**src/design/ofd_pkg.sv**
```systemverilog
// constants, operand kinds and helper functions for the operand field decoder
package ofd_pkg;

  // ---------------------------------------------------------------
  // field widths
  // ---------------------------------------------------------------
  localparam int unsigned BIT_W    = 3;
  localparam int unsigned BYTE_W   = 8;
  localparam int unsigned EXT_W    = 12;
  localparam int unsigned ADDR_W   = 16;
  localparam int unsigned WREG_W   = 4;

  // ---------------------------------------------------------------
  // field positions and codes
  // ---------------------------------------------------------------
  localparam logic [3:0]  ESC_NIBBLE   = 4'he;
  localparam int unsigned ESC_HI       = 7;
  localparam int unsigned ESC_LO       = 4;
  localparam int unsigned POL_POS      = 0;
  localparam int unsigned PAIR_LSB     = 0;
  localparam int unsigned RP_PAGE_HI   = 3;
  localparam int unsigned RP_PAGE_LO   = 0;
  localparam int unsigned RP_GROUP_HI  = 7;
  localparam int unsigned RP_GROUP_LO  = 4;

  // ---------------------------------------------------------------
  // reset values and the single-bit mask
  // ---------------------------------------------------------------
  localparam logic [15:0] RST_ADDR   = 16'h0000;
  localparam logic [11:0] RST_EXT    = 12'h000;
  localparam logic [7:0]  RST_BYTE   = 8'h00;
  localparam logic [7:0]  MASK_ONE   = 8'h01;

  // ---------------------------------------------------------------
  // operand kinds
  // ---------------------------------------------------------------
  typedef enum logic [4:0] {
    OFD_BIT     = 5'h00,
    OFD_POL     = 5'h01,
    OFD_WREG    = 5'h02,
    OFD_IWREG   = 5'h03,
    OFD_WPAIR   = 5'h04,
    OFD_IWPAIR  = 5'h05,
    OFD_REG     = 5'h06,
    OFD_IREG    = 5'h07,
    OFD_RPAIR   = 5'h08,
    OFD_IRPAIR  = 5'h09,
    OFD_EXTREG  = 5'h0a,
    OFD_IMM     = 5'h0b,
    OFD_DIRADDR = 5'h0c,
    OFD_REL     = 5'h0d,
    OFD_INDEX   = 5'h0e,
    OFD_VECTOR  = 5'h0f,
    OFD_ARITH   = 5'h10
  } ofd_mode_t;

  typedef enum logic [1:0] {
    OFD_ST_IDLE = 2'b01,
    OFD_ST_WAIT = 2'b10
  } ofd_state_t;

  // ---------------------------------------------------------------
  // helpers
  // ---------------------------------------------------------------
  // working register index onto a register-file address
  function automatic logic [11:0] ofd_wreg_addr(input logic [7:0] rp, input logic [3:0] n);
    ofd_wreg_addr = {rp[RP_PAGE_HI:RP_PAGE_LO], rp[RP_GROUP_HI:RP_GROUP_LO], n};
  endfunction : ofd_wreg_addr

  function automatic logic ofd_is_indirect(input ofd_mode_t m);
    ofd_is_indirect = (m == OFD_IWREG) || (m == OFD_IREG) ||
                      (m == OFD_IWPAIR) || (m == OFD_IRPAIR);
  endfunction : ofd_is_indirect

endpackage : ofd_pkg

```
**src/design/ofd_calc_if.sv**
```systemverilog
// carrier between the decoder core, its address mappers and its offset adder
interface ofd_calc_if;
  logic [7:0]  base_ptr;
  logic [7:0]  map_raw  [2];
  logic [11:0] map_addr [2];
  logic [15:0] add_base;
  logic [7:0]  add_off;
  logic [15:0] add_sum;

  modport mapper (input base_ptr, input map_raw, output map_addr);
  modport adder  (input add_base, input add_off, output add_sum);
  modport core   (output base_ptr, output map_raw, output add_base, output add_off,
                  input map_addr, input add_sum);
endinterface : ofd_calc_if

```
**src/design/ofd_operand_decoder.sv**
```systemverilog
// operand field decoder core: decodes one operand request into an address or value
//
// Overview of operation
// - bit operand is a 3-bit field selecting bit zero through seven.
// - direct address operand is a full 16-bit program address.
// - extended register operand is a 12-bit register-file address.
// - immediate operand is one byte used as the value itself.
// - register and indirect register operands are 8-bit addresses; indirect reads pointer.
// - working pair operands select only even working registers zero to fourteen.
// - 8-bit register pair addresses, direct or indirect, must be even.
// - polarity operand is a single bit, zero or one.
// - relative operand is signed 8-bit, added to next instruction address.
// - indexed operand adds signed 8-bit index to register or pair value.
// - trap vector operand is 8 bits selecting one of 256 vectors.
// - two-operand arithmetic combines both and writes result to destination.
// - object code normally holds source byte before destination byte, opcode dependent.
// - 8-bit register field with high nibble E selects a working register.
module ofd_operand_decoder (
  // clock and reset
  input  wire logic        i_clk,
  input  wire logic        i_rst,
  // request from fetch
  input  wire logic        i_valid,
  input  wire logic [4:0]  i_mode,
  input  wire logic [7:0]  i_byte0,
  input  wire logic [7:0]  i_byte1,
  input  wire logic        i_src_first,
  // cpu context
  input  wire logic [7:0]  i_working_register_base_pointer,
  input  wire logic [15:0] i_next_pc,
  input  wire logic [15:0] i_index_base,
  // arithmetic data
  input  wire logic [7:0]  i_src_data,
  input  wire logic [7:0]  i_dst_data,
  input  wire logic        i_use_carry,
  input  wire logic        i_carry_in,
  // pointer read port
  input  wire logic        i_rd_ack,
  input  wire logic [15:0] i_rd_data,
  output logic             o_rd_req,
  output logic [11:0]      o_rd_addr,
  // decode result
  output logic             o_busy,
  output logic             o_done,
  output logic [15:0]      o_addr,
  output logic             o_is_reg,
  output logic [7:0]       o_value,
  output logic [7:0]       o_bit_mask,
  output logic             o_polarity,
  output logic             o_bad,
  // destination writeback
  output logic             o_wb_en,
  output logic [11:0]      o_wb_addr,
  output logic [7:0]       o_wb_data,
  output logic             o_carry
);

  // ---------------------------------------------------------------
  // state and captured request
  // ---------------------------------------------------------------
  ofd_pkg::ofd_state_t state_q;
  ofd_pkg::ofd_state_t state_d;
  ofd_pkg::ofd_mode_t  mode_q;
  logic [7:0]          byte0_q;
  logic [7:0]          byte1_q;
  logic                src_first_q;

  ofd_pkg::ofd_mode_t  cur_mode;
  logic [7:0]          cur_b0;
  logic [7:0]          cur_b1;
  logic                cur_src_first;
  logic [7:0]          src_byte;
  logic [7:0]          dst_byte;
  logic                idle;
  logic                accept;
  logic                finish;

  ofd_calc_if calc ();

  assign idle          = (state_q == ofd_pkg::OFD_ST_IDLE);
  assign accept        = idle && i_valid;
  assign cur_mode      = idle ? ofd_pkg::ofd_mode_t'(i_mode) : mode_q;
  assign cur_b0        = idle ? i_byte0 : byte0_q;
  assign cur_b1        = idle ? i_byte1 : byte1_q;
  assign cur_src_first = idle ? i_src_first : src_first_q;
  assign src_byte      = cur_src_first ? cur_b0 : cur_b1;
  assign dst_byte      = cur_src_first ? cur_b1 : cur_b0;

  // ---------------------------------------------------------------
  // mappers and adder
  // ---------------------------------------------------------------
  genvar g;
  generate
    for (g = 0; g < 2; g++) begin : g_map
      ofd_reg_map #(.IDX(g)) u_map (
        .bus (calc.mapper)
      );
    end
  endgenerate

  ofd_offset_add u_add (
    .bus (calc.adder)
  );

  logic [7:0] map_in0;
  logic [7:0] map_in1;

  always_comb begin
    map_in0 = cur_b0;
    map_in1 = cur_b1;
    case (cur_mode)
      ofd_pkg::OFD_WREG,
      ofd_pkg::OFD_IWREG: begin
        map_in0 = {ofd_pkg::ESC_NIBBLE, cur_b0[3:0]};
      end
      ofd_pkg::OFD_WPAIR,
      ofd_pkg::OFD_IWPAIR: begin
        map_in0 = {ofd_pkg::ESC_NIBBLE, cur_b0[3:1], 1'b0};
      end
      ofd_pkg::OFD_RPAIR,
      ofd_pkg::OFD_IRPAIR: begin
        map_in0 = {cur_b0[7:1], 1'b0};
      end
      ofd_pkg::OFD_ARITH: begin
        map_in0 = src_byte;
        map_in1 = dst_byte;
      end
      default: begin
        map_in0 = cur_b0;
      end
    endcase
  end

  assign calc.base_ptr    = i_working_register_base_pointer;
  assign calc.map_raw[0]  = map_in0;
  assign calc.map_raw[1]  = map_in1;
  assign calc.add_base    = (cur_mode == ofd_pkg::OFD_REL) ? i_next_pc : i_index_base;
  assign calc.add_off     = cur_b0;

  // ---------------------------------------------------------------
  // result decode
  // ---------------------------------------------------------------
  logic [15:0] d_addr;
  logic        d_is_reg;
  logic [7:0]  d_value;
  logic [7:0]  d_mask;
  logic        d_pol;
  logic        d_bad;
  logic        d_wb_en;
  logic [8:0]  d_sum;
  logic [7:0]  page;

  assign page = {4'h0, i_working_register_base_pointer[ofd_pkg::RP_PAGE_HI:ofd_pkg::RP_PAGE_LO]};

  always_comb begin
    d_addr   = ofd_pkg::RST_ADDR;
    d_is_reg = 1'b0;
    d_value  = ofd_pkg::RST_BYTE;
    d_mask   = ofd_pkg::RST_BYTE;
    d_pol    = 1'b0;
    d_bad    = 1'b0;
    d_wb_en  = 1'b0;
    d_sum    = {1'b0, i_dst_data} + {1'b0, i_src_data} + {8'h00, i_use_carry & i_carry_in};
    case (cur_mode)
      ofd_pkg::OFD_BIT: begin
        d_value = {5'h00, cur_b0[ofd_pkg::BIT_W-1:0]};
        d_mask  = ofd_pkg::MASK_ONE << cur_b0[ofd_pkg::BIT_W-1:0];
      end
      ofd_pkg::OFD_POL: begin
        d_pol   = cur_b0[ofd_pkg::POL_POS];
        d_value = {7'h00, cur_b0[ofd_pkg::POL_POS]};
      end
      ofd_pkg::OFD_WREG,
      ofd_pkg::OFD_REG,
      ofd_pkg::OFD_WPAIR,
      ofd_pkg::OFD_RPAIR: begin
        d_addr   = {4'h0, calc.map_addr[0]};
        d_is_reg = 1'b1;
        d_bad    = ((cur_mode == ofd_pkg::OFD_WPAIR) || (cur_mode == ofd_pkg::OFD_RPAIR))
                   && cur_b0[ofd_pkg::PAIR_LSB];
      end
      ofd_pkg::OFD_IWREG,
      ofd_pkg::OFD_IREG: begin
        d_addr   = {page, i_rd_data[7:0]};
        d_is_reg = 1'b1;
      end
      ofd_pkg::OFD_IWPAIR,
      ofd_pkg::OFD_IRPAIR: begin
        d_addr = i_rd_data;
        d_bad  = cur_b0[ofd_pkg::PAIR_LSB];
      end
      ofd_pkg::OFD_EXTREG: begin
        d_addr   = {4'h0, cur_b0[3:0], cur_b1};
        d_is_reg = 1'b1;
      end
      ofd_pkg::OFD_IMM: begin
        d_value = cur_b0;
      end
      ofd_pkg::OFD_DIRADDR: begin
        d_addr = {cur_b0, cur_b1};
      end
      ofd_pkg::OFD_REL,
      ofd_pkg::OFD_INDEX: begin
        d_addr = calc.add_sum;
      end
      ofd_pkg::OFD_VECTOR: begin
        d_value = cur_b0;
        d_addr  = {8'h00, cur_b0};
      end
      ofd_pkg::OFD_ARITH: begin
        d_addr   = {4'h0, calc.map_addr[1]};
        d_is_reg = 1'b1;
        d_value  = d_sum[7:0];
        d_wb_en  = 1'b1;
      end
      default: begin
        d_bad = 1'b1;
      end
    endcase
  end

  // ---------------------------------------------------------------
  // sequencing
  // ---------------------------------------------------------------
  assign finish = (accept && !ofd_pkg::ofd_is_indirect(cur_mode)) ||
                  (!idle && i_rd_ack);

  always_comb begin
    state_d = state_q;
    case (state_q)
      ofd_pkg::OFD_ST_IDLE: begin
        if (accept && ofd_pkg::ofd_is_indirect(cur_mode)) begin
          state_d = ofd_pkg::OFD_ST_WAIT;
        end
      end
      ofd_pkg::OFD_ST_WAIT: begin
        if (i_rd_ack) begin
          state_d = ofd_pkg::OFD_ST_IDLE;
        end
      end
      default: begin
        state_d = ofd_pkg::OFD_ST_IDLE;
      end
    endcase
  end

  always_ff @(posedge i_clk or posedge i_rst) begin
    if (i_rst) begin
      state_q <= ofd_pkg::OFD_ST_IDLE;
    end else begin
      state_q <= state_d;
    end
  end

  always_ff @(posedge i_clk or posedge i_rst) begin
    if (i_rst) begin
      mode_q      <= ofd_pkg::OFD_BIT;
      byte0_q     <= ofd_pkg::RST_BYTE;
      byte1_q     <= ofd_pkg::RST_BYTE;
      src_first_q <= 1'b0;
    end else if (accept) begin
      mode_q      <= ofd_pkg::ofd_mode_t'(i_mode);
      byte0_q     <= i_byte0;
      byte1_q     <= i_byte1;
      src_first_q <= i_src_first;
    end
  end

  // pointer read request held until acknowledged
  always_ff @(posedge i_clk or posedge i_rst) begin
    if (i_rst) begin
      o_rd_req  <= 1'b0;
      o_rd_addr <= ofd_pkg::RST_EXT;
    end else if (accept && ofd_pkg::ofd_is_indirect(cur_mode)) begin
      o_rd_req  <= 1'b1;
      o_rd_addr <= calc.map_addr[0];
    end else if (i_rd_ack) begin
      o_rd_req  <= 1'b0;
    end
  end

  // ---------------------------------------------------------------
  // result registers
  // ---------------------------------------------------------------
  always_ff @(posedge i_clk or posedge i_rst) begin
    if (i_rst) begin
      o_done     <= 1'b0;
      o_addr     <= ofd_pkg::RST_ADDR;
      o_is_reg   <= 1'b0;
      o_value    <= ofd_pkg::RST_BYTE;
      o_bit_mask <= ofd_pkg::RST_BYTE;
      o_polarity <= 1'b0;
      o_bad      <= 1'b0;
    end else begin
      o_done <= finish;
      if (finish) begin
        o_addr     <= d_addr;
        o_is_reg   <= d_is_reg;
        o_value    <= d_value;
        o_bit_mask <= d_mask;
        o_polarity <= d_pol;
        o_bad      <= d_bad;
      end
    end
  end

  // destination writeback, one-cycle strobe
  always_ff @(posedge i_clk or posedge i_rst) begin
    if (i_rst) begin
      o_wb_en   <= 1'b0;
      o_wb_addr <= ofd_pkg::RST_EXT;
      o_wb_data <= ofd_pkg::RST_BYTE;
      o_carry   <= 1'b0;
    end else begin
      o_wb_en <= finish && d_wb_en;
      if (finish && d_wb_en) begin
        o_wb_addr <= calc.map_addr[1];
        o_wb_data <= d_sum[7:0];
        o_carry   <= d_sum[8];
      end
    end
  end

  assign o_busy = state_q[1];

endmodule : ofd_operand_decoder

```
**src/design/ofd_reg_map.sv**
```systemverilog
// 8-bit register field onto a 12-bit register-file address, with escape
module ofd_reg_map #(
  parameter int unsigned IDX = 0
) (
  ofd_calc_if.mapper bus
);

  logic [7:0] raw;
  logic       esc;

  assign raw = bus.map_raw[IDX];
  assign esc = (raw[ofd_pkg::ESC_HI:ofd_pkg::ESC_LO] == ofd_pkg::ESC_NIBBLE);

  // escaped form picks a working register, plain form stays in the current page
  assign bus.map_addr[IDX] = esc ? ofd_pkg::ofd_wreg_addr(bus.base_ptr, raw[3:0])
                                 : {bus.base_ptr[ofd_pkg::RP_PAGE_HI:ofd_pkg::RP_PAGE_LO],
                                    raw};

endmodule : ofd_reg_map

```
**src/design/ofd_offset_add.sv**
```systemverilog
// signed 8-bit displacement added to a 16-bit base
module ofd_offset_add (
  ofd_calc_if.adder bus
);

  logic [15:0] off_ext;

  assign off_ext     = {{8{bus.add_off[7]}}, bus.add_off};
  assign bus.add_sum = bus.add_base + off_ext;

endmodule : ofd_offset_add

```
**config.mk**
```make
export PLATFORM = sky130hd
export DESIGN_NAME = ofd_operand_decoder
export DESIGN_NICKNAME = d
export VERILOG_FILES = /design/src/design/ofd_pkg.sv /design/src/design/ofd_calc_if.sv /design/src/design/ofd_operand_decoder.sv /design/src/design/ofd_reg_map.sv /design/src/design/ofd_offset_add.sv
export SDC_FILE = /design/constraint.sdc
export NUM_CORES = 1
export LEC_CHECK = 0
export ABC_AREA = 1
export BUFFER_PORTS_ARGS = -buffer_cell sky130_fd_sc_hd__buf_2
export CORE_UTILIZATION = 38
export CTS_BUF_LIST = sky130_fd_sc_hd__clkbuf_4 sky130_fd_sc_hd__clkbuf_8
export DETAILED_ROUTE_END_ITERATION = 8
export PLACE_DENSITY_LB_ADDON = 0.1
export SYNTH_ARGS = -nofsm -noshare
export SYNTH_HDL_FRONTEND = slang
export SYNTH_SLANG_ARGS = --single-unit
```
**constraint.sdc**
```tcl
create_clock -name i_clk -period 9.28 [get_ports i_clk]
set_input_delay 1.856 -clock i_clk [delete_from_list [all_inputs] [get_ports i_clk]]
set_output_delay 1.856 -clock i_clk [all_outputs]
set_load 0.01 [all_outputs]
```
**Yosys cells after proc, flatten, opt, wreduce, memory -nomap -nowiden**

Index checks and enable logic that the tools add are counted.
W data, S select, Z words.

- Add/sub/neg operators: 3
- Eq/ne operators: 22
- Shifts and indexed selects: 1
- Multiplexer cells: 23
- Bitwise operators: 1
- Reductions and logical operators: 26

Operators with widths:

| kind | number |
|---|---|
| $pmux W16 S8 | 1 |
| $mux W8 | 8 |
| $pmux W8 S4 | 2 |
| $eq A5 B4 Y1 const B | 8 |
| $eq A5 B3 Y1 const B | 4 |
| $add A16 B16 Y16 | 1 |
| $mux W16 | 1 |
| $reduce_or A2 Y1 | 7 |
| $reduce_or A11 Y1 | 1 |
| $eq A5 B2 Y1 const B | 2 |
| $add A8 B8 Y9 | 1 |
| $add A9 B1 Y9 | 1 |
| $eq A4 B4 Y1 const B | 2 |
| $reduce_or A8 Y1 | 1 |
| $shl A1 B3 Y8 const A | 1 |
| $logic_and A1 B1 Y1 | 6 |
| $mux W1 | 6 |
| $eq A5 B1 Y1 const B | 1 |
| $eq A5 B5 Y1 const B | 1 |
| $logic_not A5 Y1 | 1 |
| $logic_or A1 B1 Y1 | 5 |
| $mux W5 | 1 |
| $mux W2 | 2 |
| $pmux W2 S2 | 1 |
| 10 further kinds | 11 |

- Register bits after elaboration: 95
- Input bits: 100
- Output and inout bits: 72
- Logic and storage cells: 94

**Depth between registers and ports, before layout**

- Word-level depth: 10
- Depth in mapped cells: 25
- Gate-level depth less buffers: 23

**Worst setup path before layout**

No wires, ideal clock.

- Path kind: input port to flip-flop
- Start: input i_mode[4]
- End: register o_addr[12]
- Data arrival time: 4.319 ns
- Data required time: 9.163 ns
- Slack: 4.844 ns
- Stages: 22
- Path through: inv_1 nand2_2 nand2_4 nand3_1 inv_1 nand2_2 buf_2 o21ai_0 inv_1 fa_1 inv_1 a21oi_1 o21ai_0 nand2_1 nand2_1 nand2_1 nand2_1 nand2_1 nand3_1 nand3_1 nand2_1 nand2_1

- Word-level cells in the longest chain between the ends: 8

Ends and longest elaborated chain:

| item | RTL line | source |
|---|---|---|
| from (decl) | ofd_operand_decoder.sv:24 | `input wire logic [4:0] i_mode,` |
| $mux W5 (*) | ofd_operand_decoder.sv:82 | `assign cur_mode = idle ? ofd_pkg::ofd_mode_t'(i_mode) : mode_q;` |
| parallel branches: the longest is 7 deep, another holds $add A16 B16 Y16 | n/a |  |
| to (signal assigned) | ofd_operand_decoder.sv:288 | `o_addr <= ofd_pkg::RST_ADDR;` |
| to (signal assigned) | ofd_operand_decoder.sv:297 | `o_addr <= d_addr;` |
| to (decl) | ofd_operand_decoder.sv:45 | `output logic [15:0] o_addr,` |

Mark *: on every way between the ends.
A chain may end at the register's enable or synchronous reset.

**Worst setup path in the final report**

- Start: input i_mode[4]
- End: register o_addr[9]

The elaborated chain is that of the path after synthesis.

==> flow_summary.json <==
{
  "status": "finished clean",
  "cp-startpoint": "i_mode[4]",
  "rsz0062_at_grt": "false",
  "cts_setup_buffers": 0,
  "fin_util": 0.4549,
  "grt.total_usage": 0.2360,
  "yosys_warnings": 0,
  "critPathKind": "in -> reg",
  "synth_area_um2": 6719,
  "rows": 48,
  "r2r_cells": 18,
  "synth_async_sr_flop_share": 1.000,
  "cts_buffers": 9,
  "top_layer_used": "met4",
  "core_area_um2": 17300,
  "antenna_found_initial": 0,
  "clockBufferDepth": 2,
  "ys.flop_type": "dfrtp_1",
  "p_leak_nw": 4.412,
  "finalSetupViolations": 0,
  "ys_seq_area_frac": 0.3540,
  "final_nets": 1227,
  "crit_chain": "buf_2, inv_1, nand2_2, nand2_4, nand3_1, inv_1, nand2_2, mux2_2, ha_1, a21oi_1, nand2_1, a21boi_0, o21ai_0, nand3_1, nand2_1, o21ai_0, nand4_1, nand2_1, nand2_1",
  "grt_max_degree": 70,
  "viasPerCell": 4.925,
  "ff2ff_setup_slack_ps": 4930,
  "path_clk_slew_ps": 90,
  "drt.antenna.violating_nets": 0,
  "grt_pass1_wl_um": 32950,
  "reg2reg_to": "o_addr[9]$_DFFE_PP0P_",
  "tightest_slew_ps": 1048,
  "post-dp-hpwl_um": 16270,
  "fin_crit_sh": 0.5184,
  "ctsHoldBuffers": 0,
  "grt_overflow": 0,
  "final.setup_skew_ps": 15.92,
  "synth_xor_area_frac": 0.01173,
  "crit_required_ps": 9560,
  "cts_tree": "yes",
  "slew_violations": 0,
  "fp.dieArea_um2": 18220,
  "endpoint": "o_addr[9]$_DFFE_PP0P_",
  "initial_core_util": 0.3885,
  "slew_headroom": 0.2997,
  "wl_met3_um": 1042,
  "min_path_type": "reg -> reg",
  "ir_worst_vdd_uv": 97.94,
  "crit_top_cell": "nand2_1",
  "fin_setup_tns_ps": 0,
  "synth_seq_cells": 95,
  "hold_violations": 0,
  "rr_startpoint": "state_q[0]$_DFFE_PP1P_",
  "drive_gt1_frac": 0.2556,
  "syn_to_final_growth_pct": 17.11,
  "drt_iter0_markers": 411,
  "die_width_um": 135.0,
  "cts_sinks": 95,
  "met2_length_um": 9631,
  "maxCapViolCount": 0,
  "io_buffers": 171,
  "largest_register_ff_count": 16,
  "synth_top_family_by_area": "simple AND/OR/NAND/NOR gates",
  "largest-register": "o_addr",
  "synth_nets": 1069,
  "dr.pass1.iters": 5,
  "place_congestion": 0.8803,
  "yosys.area_share.simple": 0.3339,
  "syn-mean-instance-area_um2": 7.118,
  "grt_pass1_vias": 6259,
  "insertion_delay_ps": 400,
  "top_regs": "o_addr x16, o_rd_addr x12, o_wb_addr x12",
  "max_freq_ghz": 0.2079,
  "synth_cells": 944,
  "synth_edf_count": 0,
  "powerDensity_nw_per_um2": 228.0,
  "drc": 0,
  "ys_types": 52,
  "crit_path_max_fanout": 17,
  "cp-start-kind": "input pin",
  "critPathMaxStageDelay_ps": 360,
  "totalWireLength_um": 20870,
  "synthAdderAreaFrac": 0.04991,
  "wire_per_inst_um": 15.67,
  "fin_crit_ps": 4810,
  "die_h_um": 135.0,
  "vias": 6560,
  "ios": 172,
  "htreeDepth": 3,
  "synth_compound_area_frac": 0.1350,
  "arrival_ps": 5090,
  "crit_slowest_cell": "mux2_2",
  "cts-resized-gates": 0,
  "synth_mux_area_frac": 0.02346,
  "wl_met1_um": 9906,
  "whs_ps": 473.9,
  "endpoint_kind": "flop",
  "diodes": 0,
  "cts-root-buf": "clkbuf_8"
}
-- per-stage QoR --
stage | setup slack, ps | power, mW | instances | area (um^2)
after floorplan | 4844 | 1.233 | 944 | 6719
after global placement | 4153 | 1.524 | 1316 | 7681
after detailed placement | 4071 | 1.526 | 1316 | 7681
after CTS | 4471 | 1.809 | 1332 | 7869
after global routing | 4142 | 1.946 | 1332 | 7869
final | 4470 | 1.794 | 1332 | 7869
-- worst max-delay path, delay by kind of cell --
family	cells	cell delay (ps)
buffers and inverters	3	340
adders and majority gates	1	350
AOI/OAI and AO/OA	4	1040
and+or+nand+nor	10	1160
muxes	1	360
-- cells in the final DEF (no fill, tap or decap), types with 2 or more instances in the layout --
cell | netlist | layout
a21oi_1 | 29 | 29
inv_2 | 6 | 6
a31oi_1 | 5 | 5
nand2_4 | 5 | 5
o22ai_1 | 5 | 5
nor2_1 | 45 | 45
clkbuf_8 | 0 | 10
buf_4 | 1 | 3
o21ai_2 | 16 | 16
ha_1 | 22 | 22
o2111ai_1 | 3 | 3
nand3_1 | 67 | 67
a22oi_1 | 2 | 2
nor2_2 | 7 | 7
nand2_2 | 21 | 21
nor3_1 | 6 | 6
inv_6 | 1 | 4
xor2_1 | 3 | 3
buf_2 | 10 | 171
nand3_2 | 3 | 3
o21ai_1 | 2 | 2
nand4_1 | 4 | 4
xnor2_1 | 6 | 6
fa_1 | 3 | 3
mux2_2 | 14 | 14
a21o_1 | 2 | 2
nand2_1 | 339 | 339
inv_1 | 102 | 101
o21ai_0 | 72 | 72
or2_2 | 8 | 8
dfrtp_1 | 94 | 94
o31ai_1 | 2 | 2
o311ai_0 | 2 | 2
nor2_4 | 5 | 5
-- cell type report --
type / count / area (um^2)
Fill cell: 1879 / 9428
Multi-Input combinational cell: 712 / 3722
Sequential cell: 95 / 2379
Timing Repair Buffer: 174 / 878.3
Inverter: 110 / 420.4
Tap cell: 225 / 281.5
Clock buffer: 10 / 137.6
Clock inverter: 6 / 50.05
-- worst min-delay path by stage --
| stage | slack, ps | from | cells past startpoint | endpoint |
|---|---|---|---|---|
| global route | 510 | o_addr[7]$_DFFE_PP0P_ | 2 | o_addr[7]$_DFFE_PP0P_ |
| finish | 470 | o_value[2]$_DFFE_PP0P_ | 2 | o_value[2]$_DFFE_PP0P_ |
| floorplan | 440 | byte0_q[0]$_DFFE_PP0P_ | 2 | byte0_q[0]$_DFFE_PP0P_ |
| detailed placement | 460 | byte0_q[3]$_DFFE_PP0P_ | 2 | byte0_q[3]$_DFFE_PP0P_ |
| global placement | 450 | o_value[2]$_DFFE_PP0P_ | 2 | o_value[2]$_DFFE_PP0P_ |
| CTS | 480 | o_value[2]$_DFFE_PP0P_ | 2 | o_value[2]$_DFFE_PP0P_ |
-- cells in the mapped netlist (8+ instances only) --
library cell,instances,share of area
nor2_1,45,0.025
nand2_2,21,0.020
nand2_1,339,0.19
buf_2,10,0.0074
dfrtp_1,94,0.35
mux2_2,14,0.023
a21oi_1,29,0.022
o21ai_2,16,0.021
nand3_1,67,0.050
ha_1,22,0.041
o21ai_0,72,0.054
buf_6,8,0.013
or2_2,8,0.0074
inv_1,102,0.057
-- where the power goes --
group	internal, mW	leakage [nW]	total [mW]	switching, mW
combinational	0.305	3.09	0.901	0.596
sequential	0.543	1.23	0.617	0.0742
clock	0.109	0.0956	0.276	0.166
total	0.957	4.41	1.79	0.836
-- cells by family (layout without fill, tap and decap cells) --
kind of cell,after synthesis,count (layout)
fa+ha+maj,25,25
xor+xnor,9,9
compound gates,150,150
flops,95,95
simple gates,514,514
mux,14,14
buf+inv,137,300
-- per-layer routing --
metal,GRT usage,up-vias
met5,0,-
met4,0.06429,0
met3,0.02928,20
met2,0.3866,186
met1,0.3270,3006
li1,-,3348
Power figures use the tool's default switching activity.
